--- src/smbus_flag_pkg.sv ---
/*
 * constants and carrier types for the two-wire flag and address-match block.
 * assumes a byte-wide special-function-register port from the cpu core.
 */
package smbus_flag_pkg;

   localparam logic [7:0] CTL_OFFSET      = 8'hc0;
   localparam logic [7:0] DATA_OFFSET     = 8'hc2;
   localparam logic [7:0] OWN_OFFSET      = 8'hf4;
   localparam logic [7:0] MASK_OFFSET     = 8'hf5;

   localparam logic [7:0] CTL_RESET       = 8'h00;
   localparam logic [7:0] DATA_RESET      = 8'h00;
   localparam logic [7:0] OWN_RESET       = 8'h00;
   localparam logic [7:0] MASK_RESET      = 8'hfe;

   localparam int         ADDR_MSB        = 7;
   localparam int         ADDR_LSB        = 1;
   localparam int         ENABLE_BIT      = 0;
   localparam logic [6:0] ALL_CALL_ADDR   = 7'h00;
   localparam logic [3:0] LAST_DATA_BIT   = 4'h7;
   localparam logic [3:0] ACK_SLOT        = 4'h8;
   localparam logic       PIN_LOW         = 1'b0;

   // bit layout of the control/flag register, msb first
   typedef struct packed {
      logic master;
      logic transmitter_flag;
      logic begin_seen_flag;
      logic halt_condition_flag;
      logic ack_response_needed;
      logic arbitration_lost_flag;
      logic ack;
      logic si;
   } ctl_flags_t;

   // events from the bit-level transfer engine
   typedef struct packed {
      logic start_gen;
      logic stop_gen;
      logic scl_low_cond;
      logic tx_one;
   } engine_evt_t;

   // register port request
   typedef struct packed {
      logic       wr;
      logic       rd;
      logic [7:0] addr;
      logic [7:0] wdata;
   } sfr_req_t;

endpackage

--- src/smbus_flag_match.sv ---
/*
 * status flags and slave address recognition for a two-wire bus port.
 * assumes scl/sda come from pads (open drain, pulled up) and the engine
 * events arrive as one-cycle pulses or levels on clk_i.
 */
// Overview of operation
// RL1: master flag set on start, cleared stop/arb
// RL2: transmit flag follows start, detect, data write
// RL3: start-seen set by address byte, software clears
// RL4: stop flag on slave stop or stop arbitration
// RL5: ack request per received byte, software mode
// RL6: arbitration lost four ways, cleared with interrupt
// RL7: ack bit tracks sampled acknowledge slot
// RL8: interrupt flag on listed events, software clears
// RL9: auto enable gives recognition and automatic ack
// RL10: masked seven-bit address compare
// RL11: general call recognised when all-call enabled
// RL12: own address bits seven-one, all-call bit zero
// RL13: address 0x70 mask 0x73 matches four addresses
// RL14: mask bits seven-one, auto enable bit zero
// RL15: unacked address ignores slave events until start
// RL16: interrupt flag holds scl low
// RL17: compare uses upper seven bits of address
module smbus_flag_match
   import smbus_flag_pkg::*;
#(
   parameter int unsigned ADDR_BITS = 7
) (
   input  wire logic                       clk_i,
   input  wire logic                       rstn_i,
   input  wire smbus_flag_pkg::sfr_req_t    sfr_i,
   output logic [7:0]                       sfr_rdata_o,
   input  wire smbus_flag_pkg::engine_evt_t evt_i,
   input  wire logic                       scl_i,
   output logic                            scl_o,
   output logic                            scl_oe_o,
   input  wire logic                       sda_i,
   output logic                            sda_o,
   output logic                            sda_oe_o,
   output smbus_flag_pkg::ctl_flags_t       flags_o,
   output logic                            addressed_o
);
   import smbus_flag_pkg::*;

   if (ADDR_BITS != 7) begin : g_check
      $error("only seven-bit addressing is supported");
   end

   function automatic logic addr_match(input logic [6:0] rx,
                                       input logic [7:0] own,
                                       input logic [7:0] msk);
      addr_match = (((rx ^ own[ADDR_MSB:ADDR_LSB]) & msk[ADDR_MSB:ADDR_LSB])
                    == 7'h00)                                            // RL10
                   || (own[ENABLE_BIT] && rx == ALL_CALL_ADDR);          // RL11
   endfunction

   // pin synchronisers and edge history
   logic [2:0] scl_sync_reg, scl_sync_next;
   logic [2:0] sda_sync_reg, sda_sync_next;
   // bus tracking
   logic [3:0] cnt_reg, cnt_next;
   logic [7:0] shift_reg, shift_next;
   logic       addr_phase_reg, addr_phase_next;
   logic       addressed_reg, addressed_next;
   logic       ack_drive_reg, ack_drive_next;
   logic       data_written_reg, data_written_next;
   // registers
   ctl_flags_t ctl_reg, ctl_next;
   logic [7:0] own_reg, own_next;
   logic [7:0] mask_reg, mask_next;
   logic [7:0] data_reg, data_next;
   logic [7:0] rdata_reg, rdata_next;

   logic scl_s, scl_q, sda_s, sda_q;
   logic scl_rise, scl_fall, start_det, stop_det;
   logic byte_done, ack_rise, auto_ack, match, busy;
   logic wr_ctl, frame_begin, arb_lost, drive_ack;
   logic ev_tx_acked, ev_rx_byte, ev_addr, ev_stop, sw_ack_request;

   always_comb begin
      scl_sync_next = {scl_sync_reg[1:0], scl_i};
      sda_sync_next = {sda_sync_reg[1:0], sda_i};
   end

   always_ff @(posedge clk_i or negedge rstn_i) begin
      if (!rstn_i) begin
         scl_sync_reg <= 3'h7;
         sda_sync_reg <= 3'h7;
      end else begin
         scl_sync_reg <= scl_sync_next;
         sda_sync_reg <= sda_sync_next;
      end
   end

   always_comb begin
      scl_s     = scl_sync_reg[1];
      scl_q     = scl_sync_reg[2];
      sda_s     = sda_sync_reg[1];
      sda_q     = sda_sync_reg[2];
      scl_rise  = scl_s && !scl_q;
      scl_fall  = !scl_s && scl_q;
      start_det = scl_s && scl_q && !sda_s && sda_q;
      stop_det  = scl_s && scl_q && sda_s && !sda_q;
      byte_done = scl_rise && cnt_reg == LAST_DATA_BIT;
      ack_rise  = scl_rise && cnt_reg == ACK_SLOT;
      auto_ack  = mask_reg[ENABLE_BIT];                                  // RL14
      match     = addr_match(shift_reg[7:1], own_reg, mask_reg);         // RL17
      busy      = ctl_reg.master || addressed_reg;
      wr_ctl    = sfr_i.wr && sfr_i.addr == CTL_OFFSET;
      frame_begin = wr_ctl && ctl_reg.si && !sfr_i.wdata[0];
      // arbitration loss sources
      arb_lost  = (start_det && ctl_reg.master
                   && !ctl_reg.begin_seen_flag)                          // RL6
               || evt_i.scl_low_cond                                     // RL6
               || (scl_rise && evt_i.tx_one && !sda_s
                   && cnt_reg != ACK_SLOT && ctl_reg.master)             // RL6
               || (stop_det && ctl_reg.master && !evt_i.stop_gen);       // RL4
      // interrupt sources
      ev_tx_acked = ack_rise && busy && ctl_reg.transmitter_flag;        // RL8
      ev_rx_byte  = !addr_phase_reg && busy && !ctl_reg.transmitter_flag
                 && (auto_ack ? ack_rise : byte_done);                   // RL8
      ev_addr     = addr_phase_reg && !ctl_reg.master
                 && (auto_ack ? (ack_rise && match) : byte_done);        // RL9
      ev_stop     = stop_det && addressed_reg;                           // RL8
      sw_ack_request = !auto_ack && byte_done && !ctl_reg.transmitter_flag
                 && (addr_phase_reg ? !ctl_reg.master : busy);           // RL5
      // ack value driven by this end in the slot
      if (addr_phase_reg)
         drive_ack = !ctl_reg.master && (auto_ack ? match : ctl_reg.ack);
      else
         drive_ack = busy && !ctl_reg.transmitter_flag && ctl_reg.ack;
   end

   // bus tracking state
   always_comb begin
      cnt_next        = cnt_reg;
      shift_next      = shift_reg;
      addr_phase_next = addr_phase_reg;
      addressed_next  = addressed_reg;
      ack_drive_next  = ack_drive_reg;
      if (start_det) begin
         cnt_next        = 4'h0;
         addr_phase_next = 1'b1;
         addressed_next  = 1'b0;                                         // RL15
         ack_drive_next  = 1'b0;
      end else if (stop_det) begin
         addr_phase_next = 1'b0;
         addressed_next  = 1'b0;
         ack_drive_next  = 1'b0;
      end else if (scl_fall) begin
         ack_drive_next = (cnt_reg == ACK_SLOT) && drive_ack;            // RL9
      end else if (cnt_reg == ACK_SLOT && !scl_s) begin
         ack_drive_next = drive_ack;
      end else if (ctl_reg.si) begin
         ack_drive_next = ack_drive_reg;                                 // RL16
      end else if (scl_rise) begin
         if (cnt_reg == ACK_SLOT) begin
            cnt_next = 4'h0;
            if (addr_phase_reg) begin
               addr_phase_next = 1'b0;
               addressed_next  = drive_ack;                              // RL15
            end
         end else begin
            cnt_next   = cnt_reg + 4'h1;
            shift_next = {shift_reg[6:0], sda_s};
         end
      end
   end

   always_ff @(posedge clk_i or negedge rstn_i) begin
      if (!rstn_i) begin
         cnt_reg        <= 4'h0;
         shift_reg      <= 8'h00;
         addr_phase_reg <= 1'b0;
         addressed_reg  <= 1'b0;
         ack_drive_reg  <= 1'b0;
      end else begin
         cnt_reg        <= cnt_next;
         shift_reg      <= shift_next;
         addr_phase_reg <= addr_phase_next;
         addressed_reg  <= addressed_next;
         ack_drive_reg  <= ack_drive_next;
      end
   end

   // registers and flags; hardware sets win over software clears
   always_comb begin
      ctl_next          = ctl_reg;
      own_next          = own_reg;
      mask_next         = mask_reg;
      data_next         = data_reg;
      data_written_next = data_written_reg;
      rdata_next        = rdata_reg;
      if (sfr_i.wr) begin
         case (sfr_i.addr)
            CTL_OFFSET: begin
               ctl_next.begin_seen_flag     = sfr_i.wdata[5];
               ctl_next.halt_condition_flag = sfr_i.wdata[4];
               ctl_next.ack = sfr_i.wdata[1];
               ctl_next.si  = sfr_i.wdata[0];
            end
            DATA_OFFSET: begin
               data_next         = sfr_i.wdata;
               data_written_next = 1'b1;
            end
            OWN_OFFSET:  own_next  = sfr_i.wdata;                        // RL12
            MASK_OFFSET: mask_next = sfr_i.wdata;                        // RL14
            default:     data_written_next = data_written_reg;
         endcase
      end
      if (frame_begin) begin
         ctl_next.transmitter_flag      = data_written_reg;              // RL2
         data_written_next              = 1'b0;
         ctl_next.arbitration_lost_flag = 1'b0;                          // RL6
      end
      if (start_det) ctl_next.transmitter_flag = 1'b0;                   // RL2
      if (arb_lost) begin
         ctl_next.master                = 1'b0;                          // RL1
         ctl_next.transmitter_flag      = 1'b0;                          // RL2
         ctl_next.arbitration_lost_flag = 1'b1;                          // RL6
      end
      if (evt_i.stop_gen) begin
         ctl_next.master              = 1'b0;                            // RL1
         ctl_next.halt_condition_flag = 1'b0;                            // RL4
      end
      if (evt_i.start_gen) begin
         ctl_next.master           = 1'b1;                               // RL1
         ctl_next.transmitter_flag = 1'b1;                               // RL2
      end
      if (addr_phase_reg && byte_done)
         ctl_next.begin_seen_flag = 1'b1;                                // RL3
      if (ev_stop || (stop_det && arb_lost))
         ctl_next.halt_condition_flag = 1'b1;                            // RL4
      if (ack_rise) ctl_next.ack_response_needed = 1'b0;                 // RL5
      if (sw_ack_request) ctl_next.ack_response_needed = 1'b1;           // RL5
      if (ack_rise && ctl_reg.transmitter_flag)
         ctl_next.ack = !sda_s;                                          // RL7
      if (byte_done) data_next = {shift_reg[6:0], sda_s};
      if (evt_i.start_gen || arb_lost || ev_tx_acked || ev_rx_byte
          || ev_addr || ev_stop)
         ctl_next.si = 1'b1;                                             // RL8
      if (sfr_i.rd) begin
         case (sfr_i.addr)
            CTL_OFFSET:  rdata_next = ctl_reg;
            DATA_OFFSET: rdata_next = data_reg;
            OWN_OFFSET:  rdata_next = own_reg;
            MASK_OFFSET: rdata_next = mask_reg;
            default:     rdata_next = 8'h00;
         endcase
      end
   end

   always_ff @(posedge clk_i or negedge rstn_i) begin
      if (!rstn_i) begin
         ctl_reg          <= CTL_RESET;
         own_reg          <= OWN_RESET;
         mask_reg         <= MASK_RESET;
         data_reg         <= DATA_RESET;
         data_written_reg <= 1'b0;
         rdata_reg        <= 8'h00;
      end else begin
         ctl_reg          <= ctl_next;
         own_reg          <= own_next;
         mask_reg         <= mask_next;
         data_reg         <= data_next;
         data_written_reg <= data_written_next;
         rdata_reg        <= rdata_next;
      end
   end

   always_comb begin
      sfr_rdata_o = rdata_reg;
      flags_o     = ctl_reg;
      addressed_o = addressed_reg;
      scl_o       = PIN_LOW;
      scl_oe_o    = ctl_reg.si;                                          // RL16
      sda_o       = PIN_LOW;
      sda_oe_o    = ack_drive_reg;
   end
endmodule // smbus_flag_match

--- config.mk ---
export PLATFORM = sky130hd
export DESIGN_NAME = smbus_flag_match
export DESIGN_NICKNAME = d
export VERILOG_FILES = /design/src/smbus_flag_pkg.sv /design/src/smbus_flag_match.sv
export SDC_FILE = /design/constraint.sdc
export NUM_CORES = 1
export LEC_CHECK = 0
export BUFFER_PORTS_ARGS = -buffer_cell sky130_fd_sc_hd__buf_4
export CAP_MARGIN = 0
export CORE_MARGIN = 2
export CORE_UTILIZATION = 50
export CTS_CLUSTER_DIAMETER = 200
export DETAILED_ROUTE_END_ITERATION = 7
export PLACE_DENSITY = 0.81
export REMOVE_ABC_BUFFERS = 1
export SLEW_MARGIN = 25
export SYNTH_ARGS = -nofsm -noshare
export SYNTH_HDL_FRONTEND = slang
export SYNTH_SLANG_ARGS = --single-unit
export TNS_END_PERCENT = 30
--- constraint.sdc ---
create_clock -name clk_i -period 2.05 [get_ports clk_i]
set_clock_uncertainty 0.2 [all_clocks]
set_input_delay 0.205 -clock clk_i [delete_from_list [all_inputs] [get_ports clk_i]]
set_output_delay 0.205 -clock clk_i [all_outputs]
set_load 0.005 [all_outputs]
==> summary.txt, run 1 <==
Run status
  – Status: complete, but fails checks
  – Failing checks: setup timing

Die
  – Die Wd: 84.69 µm
  – Row count: 29
  – Die Footprint: 7172 µm²
  – # IOs: 47
  – CORE AREA: 6314 µm²
  – Initial core utilization: 0.5157
  – Die height: 84.69 µm

Clocking
  – # H-tree levels: 3
  – CTS root buf: clkbuf_8
  – Clk buf depth: 2
  – Clock Sinks: 62
  – Worst-path clk slew: 0.07 ns
  – Skew-Pair Late Insertion Delay: 0.36 ns
  – CTS tree: yes
  – Inserted Clock Buffers: 9

Logic synthesis
  – Synth cell types: 62
  – Asr flop ratio synth: 1.000
  – Flops & latches, synth: 62
  – YS warnings: 0
  – Cell count after synthesis: 297
  – Synth Flop Type: dfrtp_1
  – Synth Cell Area: 3256 µm²
  – Sequential share of the synthesized area: 0.4816
  – Synthesized area per cell: 10.96 µm²
  – EDFF count, synth: 0

STA
  – Fin crit period: 2.062 ns
  – Fmax: 0.4850 GHz
  – Final period util: 1.006
  – Final Hold Fails: 0
  – Worst Max-Slew Pin Slew: 0.7613 ns
  – Count of pins over their slew limit: 0
  – Rel. slew slack: 0.4925
  – Final WS setup: -0.01200 ns
  – Final Setup Violations: 1
  – Unrepaired setup endpoints after global routing: true

Global route
  – Total gr overflow: 0
  – Largest net degree at the start of global routing: 63
  – First-pass GRT wire length: 13.11 mm
  – Initial antenna violation count: 0
  – GRT Total Usage: 0.2354
  – Vias in the first global route: 2635

Layout
  – Final net count: 393
  – Area growth, synth to finish: 25.17%
  – FILL cells: 472
  – Register Area: 1569 µm²
  – Ant diodes: 0
  – Multi-input logic area: 1579 µm²
  – Fin util: 0.6455
  – Final instance area: 4075 µm²
  – Share of cells above drive strength 1: 0.3703

Setup path
  – CP Capture Type: flop
  – Critical Path Max Stage Delay: 0.44 ns
  – CP Data Required Time: 2.10 ns
  – Worst Reg-to-Reg Cells: 5
  – Worst r2r src: shift_reg[4]
  – Crit path capture: sda_oe_o
  – Worst R2R End: sda_oe_o
  – CP Cell Sequence: xor2_1 > a222oi_1 > nand3_1 > o31a_1 > o31ai_2
  – Critical path origin: shift_reg[4]
  – Setup Crit Path Kind: flop to flop
  – Slack of the worst reg-to-reg path: -0.01 ns
  – CP arrival: 2.12 ns
  – CP Depth: 5
  – CP Buf/Inv Count: 0
  – Top Family by Delay on Critical Path: compound AO/OA/AOI/OAI gates
  – CP max FO: 5
  – Crit path launch type: flop
  – Slowest CP cell: dfrtp_2

Drt
  – Vias/cell: 5.937
  – Starting DRC count in detailed routing: 197
  – DR WL/cell: 17.81 µm
  – DRT Wirelength: 7.961 mm
  – Routed Antenna Nets: 0
  – Drt pass-1 iters: 5
  – # DRC: 0
  – Detailed-route via count: 2654

Placement
  – Dpl hpwl: 5.519 mm
  – GPL Wtd Cong: 0.8295
  – Placed cell areas: 3690 µm²
  – PortBufs: 44

Min path
  – Class of the worst hold path: input port to flop
  – Hold depth: 3

Power
  – P_leak: 1.781 nW
  – PD cells: 627.4 nW/µm²
  – Maximum vdd drop: 0.0004050 V

Run
  – Max_cap viols: 0
per-layer routing:
metal | routed length, µm | track usage
met4 | 199 | 0.1284
met3 | 407 | 0.04818
met5 | 0 | 0
met2 | 3887 | 0.3672
met1 | 3467 | 0.3079
cell usage in the layout, fill, tap and decap left out, types with 3 or more instances in the layout:
master         Yosys  layout
or3_1              3       3
a22oi_1            3       3
a21oi_1            8       8
dlygate4sd3_1      0      16
nor2_1            16      16
clkbuf_1           6       3
dfrtp_1           49      48
clkbuf_8           0      12
inv_1             12      12
o21ai_1            4       4
nand2_1           25      25
a31oi_1            6       6
o21ai_0           10      10
nand3_1            5       5
buf_4              6      56
mux2_2            33      33
o22ai_1           10      10
xor2_1             7       7
mux2i_1           12      12
nor3_2             2       3
dfstp_2           13      13
and2_1             3       3
a32oi_1            8       8
nand3b_1           4       4
worst min path at each step:
stage,startpoint,end,slack [ns]
5_1_grt,sfr_i[9],sfr_rdata_o[4],0.07
3_3_place_gp,scl_i,scl_sync_reg[0],0.11
6_report,sfr_i[9],sfr_rdata_o[2],0.05
4_1_cts,sfr_i[9],sfr_rdata_o[2],0.02
2_1_floorplan,rstn_i,addr_phase_reg,-0.29
3_5_place_dp,scl_i,scl_sync_reg[0],0.12
metrics by stage:
step,total power [W],setup TNS [ns],cells,worst slack (ns),hold WS [ns]
detailed placement,0.001555,-0.1047,414,-0.05026,0.1153
finish,0.002557,-0.01200,447,-0.01200,0.04579
global route,0.002643,-0.2224,447,-0.1196,0.07047
CTS,0.002564,-0.06176,447,-0.03314,0.02476
global placement,0.001550,-0.01945,414,-0.01945,0.1132
floorplan,0.001421,-0.7333,281,-0.09548,-0.2906
logic make-up after synthesis:
group	Yosys count	synth area share
and+or+nand+nor	80	0.1411
AOI/OAI and AO/OA	68	0.1460
DFF	62	0.4816
muxes	46	0.1557
buffers and inverters	30	0.04534
xor gates and xnor gates	8	0.02152
adders and majority gates	2	0.007685
other	1	0.001152
power by group:
part           leakage [nW]  internal, W  switching [W]  total (W)
combinational         0.898     0.000124       0.000122   0.000246
clock                0.0937     0.000537       0.000452   0.000989
sequential            0.790      0.00127      0.0000488    0.00132
cell usage after synthesis, types with 3 or more instances:
cell type	n	share of area
dfrtp_1	49	0.38
mux2_2	33	0.11
nand2_1	25	0.029
nor2_1	16	0.018
dfstp_2	13	0.10
inv_1	12	0.014
mux2i_1	12	0.037
o21ai_0	10	0.015
o22ai_1	10	0.019
a21oi_1	8	0.012
a32oi_1	8	0.022
xor2_1	7	0.019
a31oi_1	6	0.012
buf_4	6	0.014
clkbuf_1	6	0.0069
nand3_1	5	0.0077
nand3b_1	4	0.0092
o21ai_1	4	0.0061
a22oi_1	3	0.0069
and2_1	3	0.0058
buf_2	3	0.0046
nor4_1	3	0.0058
or3_1	3	0.0058
worst reg2reg max path, cell delays in order, from the launching register on:
cell,delay [ns]
dfrtp_2,0.44
xor2_1,0.17
a222oi_1,0.44
nand3_1,0.19
o31a_1,0.32
o31ai_2,0.19
timing repair:
item,in CTS,in global routing
hold buffers,16,0
endpoints found under the hold margin,88,0
setup endpoints to repair,5,7
pin swaps,3,2
resized for setup,1,6
setup buffers,1,0
final cells by class:
class | instances | area share
Clock buffer | 15 | 0.04329
Multi-Input combinational cell | 206 | 0.3875
Tap cell | 77 | 0.02364
Sequential cell | 62 | 0.3850
Clock inverter | 1 | 0.001228
Timing Repair Buffer | 73 | 0.1474
Inverter | 13 | 0.01197
(Power assumes the default switching activity.)
==> inputs of run 2 (changes only) <==
--- a/config.mk
+++ b/config.mk
@@ -6,13 +6,11 @@
 export NUM_CORES = 1
 export LEC_CHECK = 0
 export BUFFER_PORTS_ARGS = -buffer_cell sky130_fd_sc_hd__buf_4
-export CAP_MARGIN = 0
 export CORE_MARGIN = 2
 export CORE_UTILIZATION = 50
 export CTS_CLUSTER_DIAMETER = 200
 export DETAILED_ROUTE_END_ITERATION = 7
 export PLACE_DENSITY = 0.81
-export REMOVE_ABC_BUFFERS = 1
 export SLEW_MARGIN = 25
 export SYNTH_ARGS = -nofsm -noshare
 export SYNTH_HDL_FRONTEND = slang
==> run 2 against run 1 <==
- count of clock-buffer cells in the layout down 2
- critical endpoint is now mask_reg[0]
- the flow now finishes without violations
- clock power is 14% higher
- combinational power about the same
- maximum frequency increased by 3.9%
- total power increased by 5.7%
- wire length is 0.28% lower
- die area unchanged
==> summary.txt, run 2 (synthesized netlist as in run 1, its figures left out) <==
Min path
  – Hold Crit Start: sfr_i[9]
  – Class of the worst hold path: input port to flop

Power
  – PD cells: 660.5 nW/µm²
  – Final Total Pwr: 0.002701 W
  – Maximum vdd drop: 0.0003790 V
  – P_leak: 1.803 nW

Setup path
  – Critical Path Max Stage Delay: 0.61 ns
  – Top Family by Delay on Critical Path: simple AND/OR/NAND/NOR gates
  – CP arrival: 2.01 ns
  – CP Data Required Time: 2.08 ns
  – CP Buf/Inv Count: 2
  – CP Cell Sequence: dlygate4sd3_1 > buf_4 > nand4b_2 > or3_1 > mux2_2
  – Worst r2r src: own_reg[4]
  – CP Capture Type: flop
  – Critical path origin: sfr_i[17]
  – Crit path launch type: input port
  – Slowest CP cell: or3_1
  – Slack of the worst reg-to-reg path: 0.11 ns
  – Setup Crit Path Kind: input port to flop
  – CP max FO: 8

Placement
  – Pre-CTS WS: 0.02326 ns
  – Placed cell areas: 3707 µm²
  – PortBufs: 44
  – GPL Wtd Cong: 0.8264
  – Dpl hpwl: 5.626 mm

Clocking
  – # H-tree levels: 3
  – CTS root buf: clkbuf_8
  – Worst-path clk slew: 0.07 ns
  – Clk buf depth: 2
  – Clock Sinks: 62
  – CTS tree: yes
  – Inserted Clock Buffers: 9
  – Post-CTS Setup Bufs: 0
  – Skew-Pair Late Insertion Delay: 0.35 ns

Run
  – Max_cap viols: 0

Drt
  – Detailed-route via count: 2612
  – Vias/cell: 5.804
  – Routed Antenna Nets: 0
  – Drt pass-1 iters: 4
  – # DRC: 0
  – Starting DRC count in detailed routing: 234
  – DRT Wirelength: 7.939 mm
  – DR WL/cell: 17.64 µm

STA
  – Fin crit period: 1.985 ns
  – Rel. slew slack: 0.4746
  – Unrepaired setup endpoints after global routing: true
  – Final WS setup: 0.06456 ns
  – Final Setup Violations: 0
  – Count of pins over their slew limit: 0
  – Final period util: 0.9685
  – Worst Max-Slew Pin Slew: 0.7881 ns
  – Fmax: 0.5037 GHz
  – Final Hold Fails: 0
  – Setup TNS: 0 ns

Layout
  – Fin util: 0.6478
  – Ant diodes: 0
  – Final net count: 396
  – Area growth, synth to finish: 25.63%
  – FILL cells: 498
  – Commonest non-fill, non-tap cell in the layout: buf_4
  – Commonest cells after routing, fill and taps aside: 60 x buf_4, 49 x dfrtp_1, 33 x mux2_2
  – Multi-input logic area: 1555 µm²
  – Final instance area: 4090 µm²
  – Register Area: 1568 µm²
  – Share of cells above drive strength 1: 0.3727

Global route
  – First-pass GRT wire length: 13.24 mm
  – Total gr overflow: 0
  – Largest net degree at the start of global routing: 63
  – Vias in the first global route: 2667
  – Initial antenna violation count: 0
  – GRT Total Usage: 0.2379

Die
  – Die Footprint: 7172 µm²
  – Die Wd: 84.69 µm
  – Initial core utilization: 0.5157
  – Row count: 29
  – Die height: 84.69 µm
  – CORE AREA: 6314 µm²
  – # IOs: 47

Run status
  – Status: finished, final reports clean
[run 2: cell types whose count changed in the layout (fill, tap and decap cells not counted), sizes merged]
cell / previous run / this run
clkinvlp: 0 / 1
bufinv: 0 / 1
clkbuf: 15 / 13
buf: 57 / 60
[run 2: layout make-up]
| class | instances | share of cell area |
|---|---|---|
| clock inverters | 3 | 0.01040 |
| repair buffers | 76 | 0.1493 |
| multi-input cells | 206 | 0.3802 |
| flip-flops and latches | 62 | 0.3833 |
| clock buffers | 13 | 0.04130 |
| inverters | 13 | 0.01193 |
| well taps | 77 | 0.02355 |
[run 2: path summary, 6_finish.rpt]
| path | end | cells after the start |
|---|---|---|
| worst min-delay path | sfr_rdata_o[2] | 3 |
| worst max-delay path | mask_reg[0] | 5 |
| min in group asynchronous | cnt_reg[2] | 2 |
| worst max register to register | sda_oe_o | 5 |
| max in group asynchronous | sfr_rdata_o[1] | 2 |
| worst min register to register | sda_sync_reg[1] | 0 |
[run 2: stage by stage]
step | hold slack (ns) | cells
2_1_floorplan | -0.2906 | 298
3_3_place_gp | 0.1134 | 418
3_5_place_dp | 0.1143 | 418
4_1_cts | 0.02580 | 450
5_1_grt | 0.05694 | 450
6_report | 0.03255 | 450
[run 2: report_power, final]
part | internal (W) | switching, W
Clock | 0.000659 | 0.000476
Sequential | 0.00127 | 0.0000480
Combinational | 0.000123 | 0.000123
Total | 0.00205 | 0.000647
[run 2: routing by layer]
metal  vias to the layer above  track usage  wire [µm]
met4                         0       0.1486        303
li1                       1239            -          -
met1                      1266       0.3157       3461
met5                         -            0          0
met2                        85       0.3608       3780
met3                        22      0.04326        394
[run 2: tightest hold or removal path, stage by stage]
cell,delay [ns]
buf_4,0.14
a31oi_1,0.09
o22ai_1,0.09
[run 2: what timing repair did]
action / CTS / global route
endpoints found under the hold margin: 89 / 0
endpoints found under the setup margin: 0 / 3
hold buffers: 16 / 0
resized for setup: 0 / 2
==> inputs of run 3 (changes only) <==
--- a/config.mk
+++ b/config.mk
@@ -7,10 +7,10 @@
 export LEC_CHECK = 0
 export BUFFER_PORTS_ARGS = -buffer_cell sky130_fd_sc_hd__buf_4
 export CORE_MARGIN = 2
-export CORE_UTILIZATION = 50
+export CORE_UTILIZATION = 40
 export CTS_CLUSTER_DIAMETER = 200
 export DETAILED_ROUTE_END_ITERATION = 7
-export PLACE_DENSITY = 0.81
+export PLACE_DENSITY = 0.68
 export SLEW_MARGIN = 25
 export SYNTH_ARGS = -nofsm -noshare
 export SYNTH_HDL_FRONTEND = slang
==> constraint.sdc (replaced) <==
create_clock -name clk_i -period 2.05 [get_ports clk_i]
set_clock_uncertainty 0.2 [all_clocks]
set_input_delay 0.205 -clock clk_i [delete_from_list [all_inputs] [get_ports clk_i]]
set_output_delay 0.205 -clock clk_i [all_outputs]
set_load 0.05 [all_outputs]
==> run 3 against run 2 <==
- the run now ends with setup timing left
- global-route usage decreased by 5.0 points
- sequential power about the same
- final cell count increased by 5.3%
- via count decreased by 2.0%
- combinational power increased by 13%
- sequential share of layout area decreased by 0.36 points
- setup slack got worse by 0.080 ns
- largest cell class unchanged
- total power decreased by 0.29%
- critical endpoint is now sda_oe_o
- hold slack improved by 0.080 ns
- utilization decreased by 12 points
==> summary.txt, run 3 (synthesized netlist as in run 1, its figures left out) <==
Global route
  – First-pass GRT wire length: 12.72 mm
  – Initial antenna violation count: 0
  – Largest net degree at the start of global routing: 38
  – Total gr overflow: 0
  – GRT Total Usage: 0.1874
  – Vias in the first global route: 2440

STA
  – Fmax: 0.4842 GHz
  – Final Hold Fails: 0
  – Final Setup Violations: 1
  – Final WS setup: -0.01528 ns
  – Unrepaired setup endpoints after global routing: true
  – Setup TNS: -0.01528 ns
  – Final period util: 1.007
  – Count of pins over their slew limit: 0
  – Fin crit period: 2.065 ns
  – Hold Slack: 0.1122 ns

Clocking
  – CTS root buf: clkbuf_8
  – Post-CTS Setup Bufs: 0
  – Clk buf depth: 2
  – Inserted Clock Buffers: 9
  – # H-tree levels: 3
  – Clock Sinks: 62
  – Skew-Pair Late Insertion Delay: 0.33 ns
  – Worst-path clk slew: 0.08 ns
  – CTS tree: yes

Layout
  – Share of cells above drive strength 1: 0.3710
  – Final instance area: 4129 µm²
  – Ant diodes: 0
  – Finished Layout Cells: 474
  – Commonest cells after routing, fill and taps aside: 58 x buf_4, 49 x dfrtp_1, 33 x mux2_2
  – Commonest non-fill, non-tap cell in the layout: buf_4
  – Final net count: 395
  – FILL cells: 703
  – Area growth, synth to finish: 26.83%

Power
  – Clock power frac: 0.407
  – P_leak: 1.800 nW
  – Maximum vdd drop: 0.0002750 V
  – PD cells: 652.4 nW/µm²
  – Pint: 0.002028 W
  – Power share of the sequential group: 0.490
  – Combinational fraction of design power: 0.103
  – Net Sw Frac: 0.2471
  – Psw: 0.0006656 W

Setup path
  – Slack of the worst reg-to-reg path: -0.02 ns
  – CP arrival: 2.10 ns
  – Worst R2R End: sda_oe_o
  – CP max FO: 5
  – Worst r2r src: shift_reg[4]
  – Setup Crit Path Kind: flop to flop
  – CP Data Required Time: 2.08 ns
  – Crit path launch type: flop
  – Crit path capture: sda_oe_o
  – Critical path origin: shift_reg[4]
  – CP Capture Type: flop
  – Worst Reg-to-Reg Cells: 5

Run status
  – Failing checks: setup timing
  – Status: complete, but fails checks

Die
  – Die Footprint: 8876 µm²
  – Die Wd: 94.22 µm
  – Row count: 32
  – Initial core utilization: 0.4170
  – CORE AREA: 7807 µm²
  – # IOs: 47
  – Die height: 94.22 µm

Drt
  – Routed Antenna Nets: 0
  – Starting DRC count in detailed routing: 140
  – DRT Wirelength: 7.893 mm
  – DR WL/cell: 16.65 µm
  – Detailed-route via count: 2559
  – Drt pass-1 iters: 4
  – # DRC: 0
  – Vias/cell: 5.399

Placement
  – GPL Wtd Cong: 0.8707
  – Placed cell areas: 3744 µm²
  – Dpl cells: 442
  – Pre-CTS WS: -0.02082 ns
  – PortBufs: 44
  – Dpl hpwl: 5.667 mm

Min path
  – Class of the worst hold path: input port to flop

Run
  – Max_cap viols: 0
## run 3: changes by cell type in the layout (fill, tap and decap cells not counted), sizes merged
cell  change
buf       -1
## run 3: worst min path at each step
stage / end / startpoint / slack [ns] / depth (start not counted)
final: sfr_rdata_o[3] / sfr_i[15] / 0.11 / 3
after global placement: flags_o[1] / rstn_i / 0.002 / 1
after floorplan: addr_phase_reg / rstn_i / -0.29 / 0
after CTS: sfr_rdata_o[7] / sfr_i[14] / 0.1 / 3
after global routing: sfr_rdata_o[3] / sfr_i[14] / 0.11 / 3
after detailed placement: flags_o[1] / rstn_i / 0.006 / 1
## run 3: per-stage QoR
step / utilization / power [W]
3_3_place_gp: 0.4795 / 0.001588
4_1_cts: 0.5272 / 0.002715
6_report: 0.5288 / 0.002694
3_5_place_dp: 0.4795 / 0.001593
5_1_grt: 0.5288 / 0.002803
2_1_floorplan: - / 0.001464
## run 3: power groups by stage
stage               clock, W  sequential (W)  combinational (W)
floorplan                  0         0.00134           0.000129
global placement           0         0.00134           0.000248
detailed placement         0         0.00134           0.000252
CTS                  0.00112         0.00132           0.000278
global route         0.00117         0.00133           0.000303
finish               0.00109         0.00132           0.000278
## run 3: critical path, cell delays in order (launching register included)
cell      delay, ns
dfrtp_1        0.44
xor2_1         0.18
a222oi_1       0.40
nand3_1        0.18
o31a_1         0.36
o31ai_1        0.21
## run 3: area by class of cell
cell class	count	area (µm²)	share of cell area
Sequential cell	62	1568	0.3797
Multi-Input combinational cell	206	1568	0.3797
Timing Repair Buffer	75	615.6	0.1491
Clock buffer	13	158.9	0.03848
Tap cell	102	127.6	0.03091
Inverter	13	48.80	0.01182
Clock inverter	3	42.54	0.01030
## run 3: repair_timing
action / in CTS / in global routing
endpoints found under the hold margin: 73 / 0
pin swaps: 1 / 0
hold buffers: 16 / 0
resized for setup: 2 / 2
endpoints found under the setup margin: 3 / 12
## run 3: routing by layer
layer / GRT usage / vias to the layer above / part of all wire
met5: 0 / - / 0
met4: 0.07126 / 0 / 0.0061
met3: 0.03371 / 4 / 0.043
met2: 0.2851 / 72 / 0.47
met1: 0.2656 / 1250 / 0.48
li1: - / 1233 / -
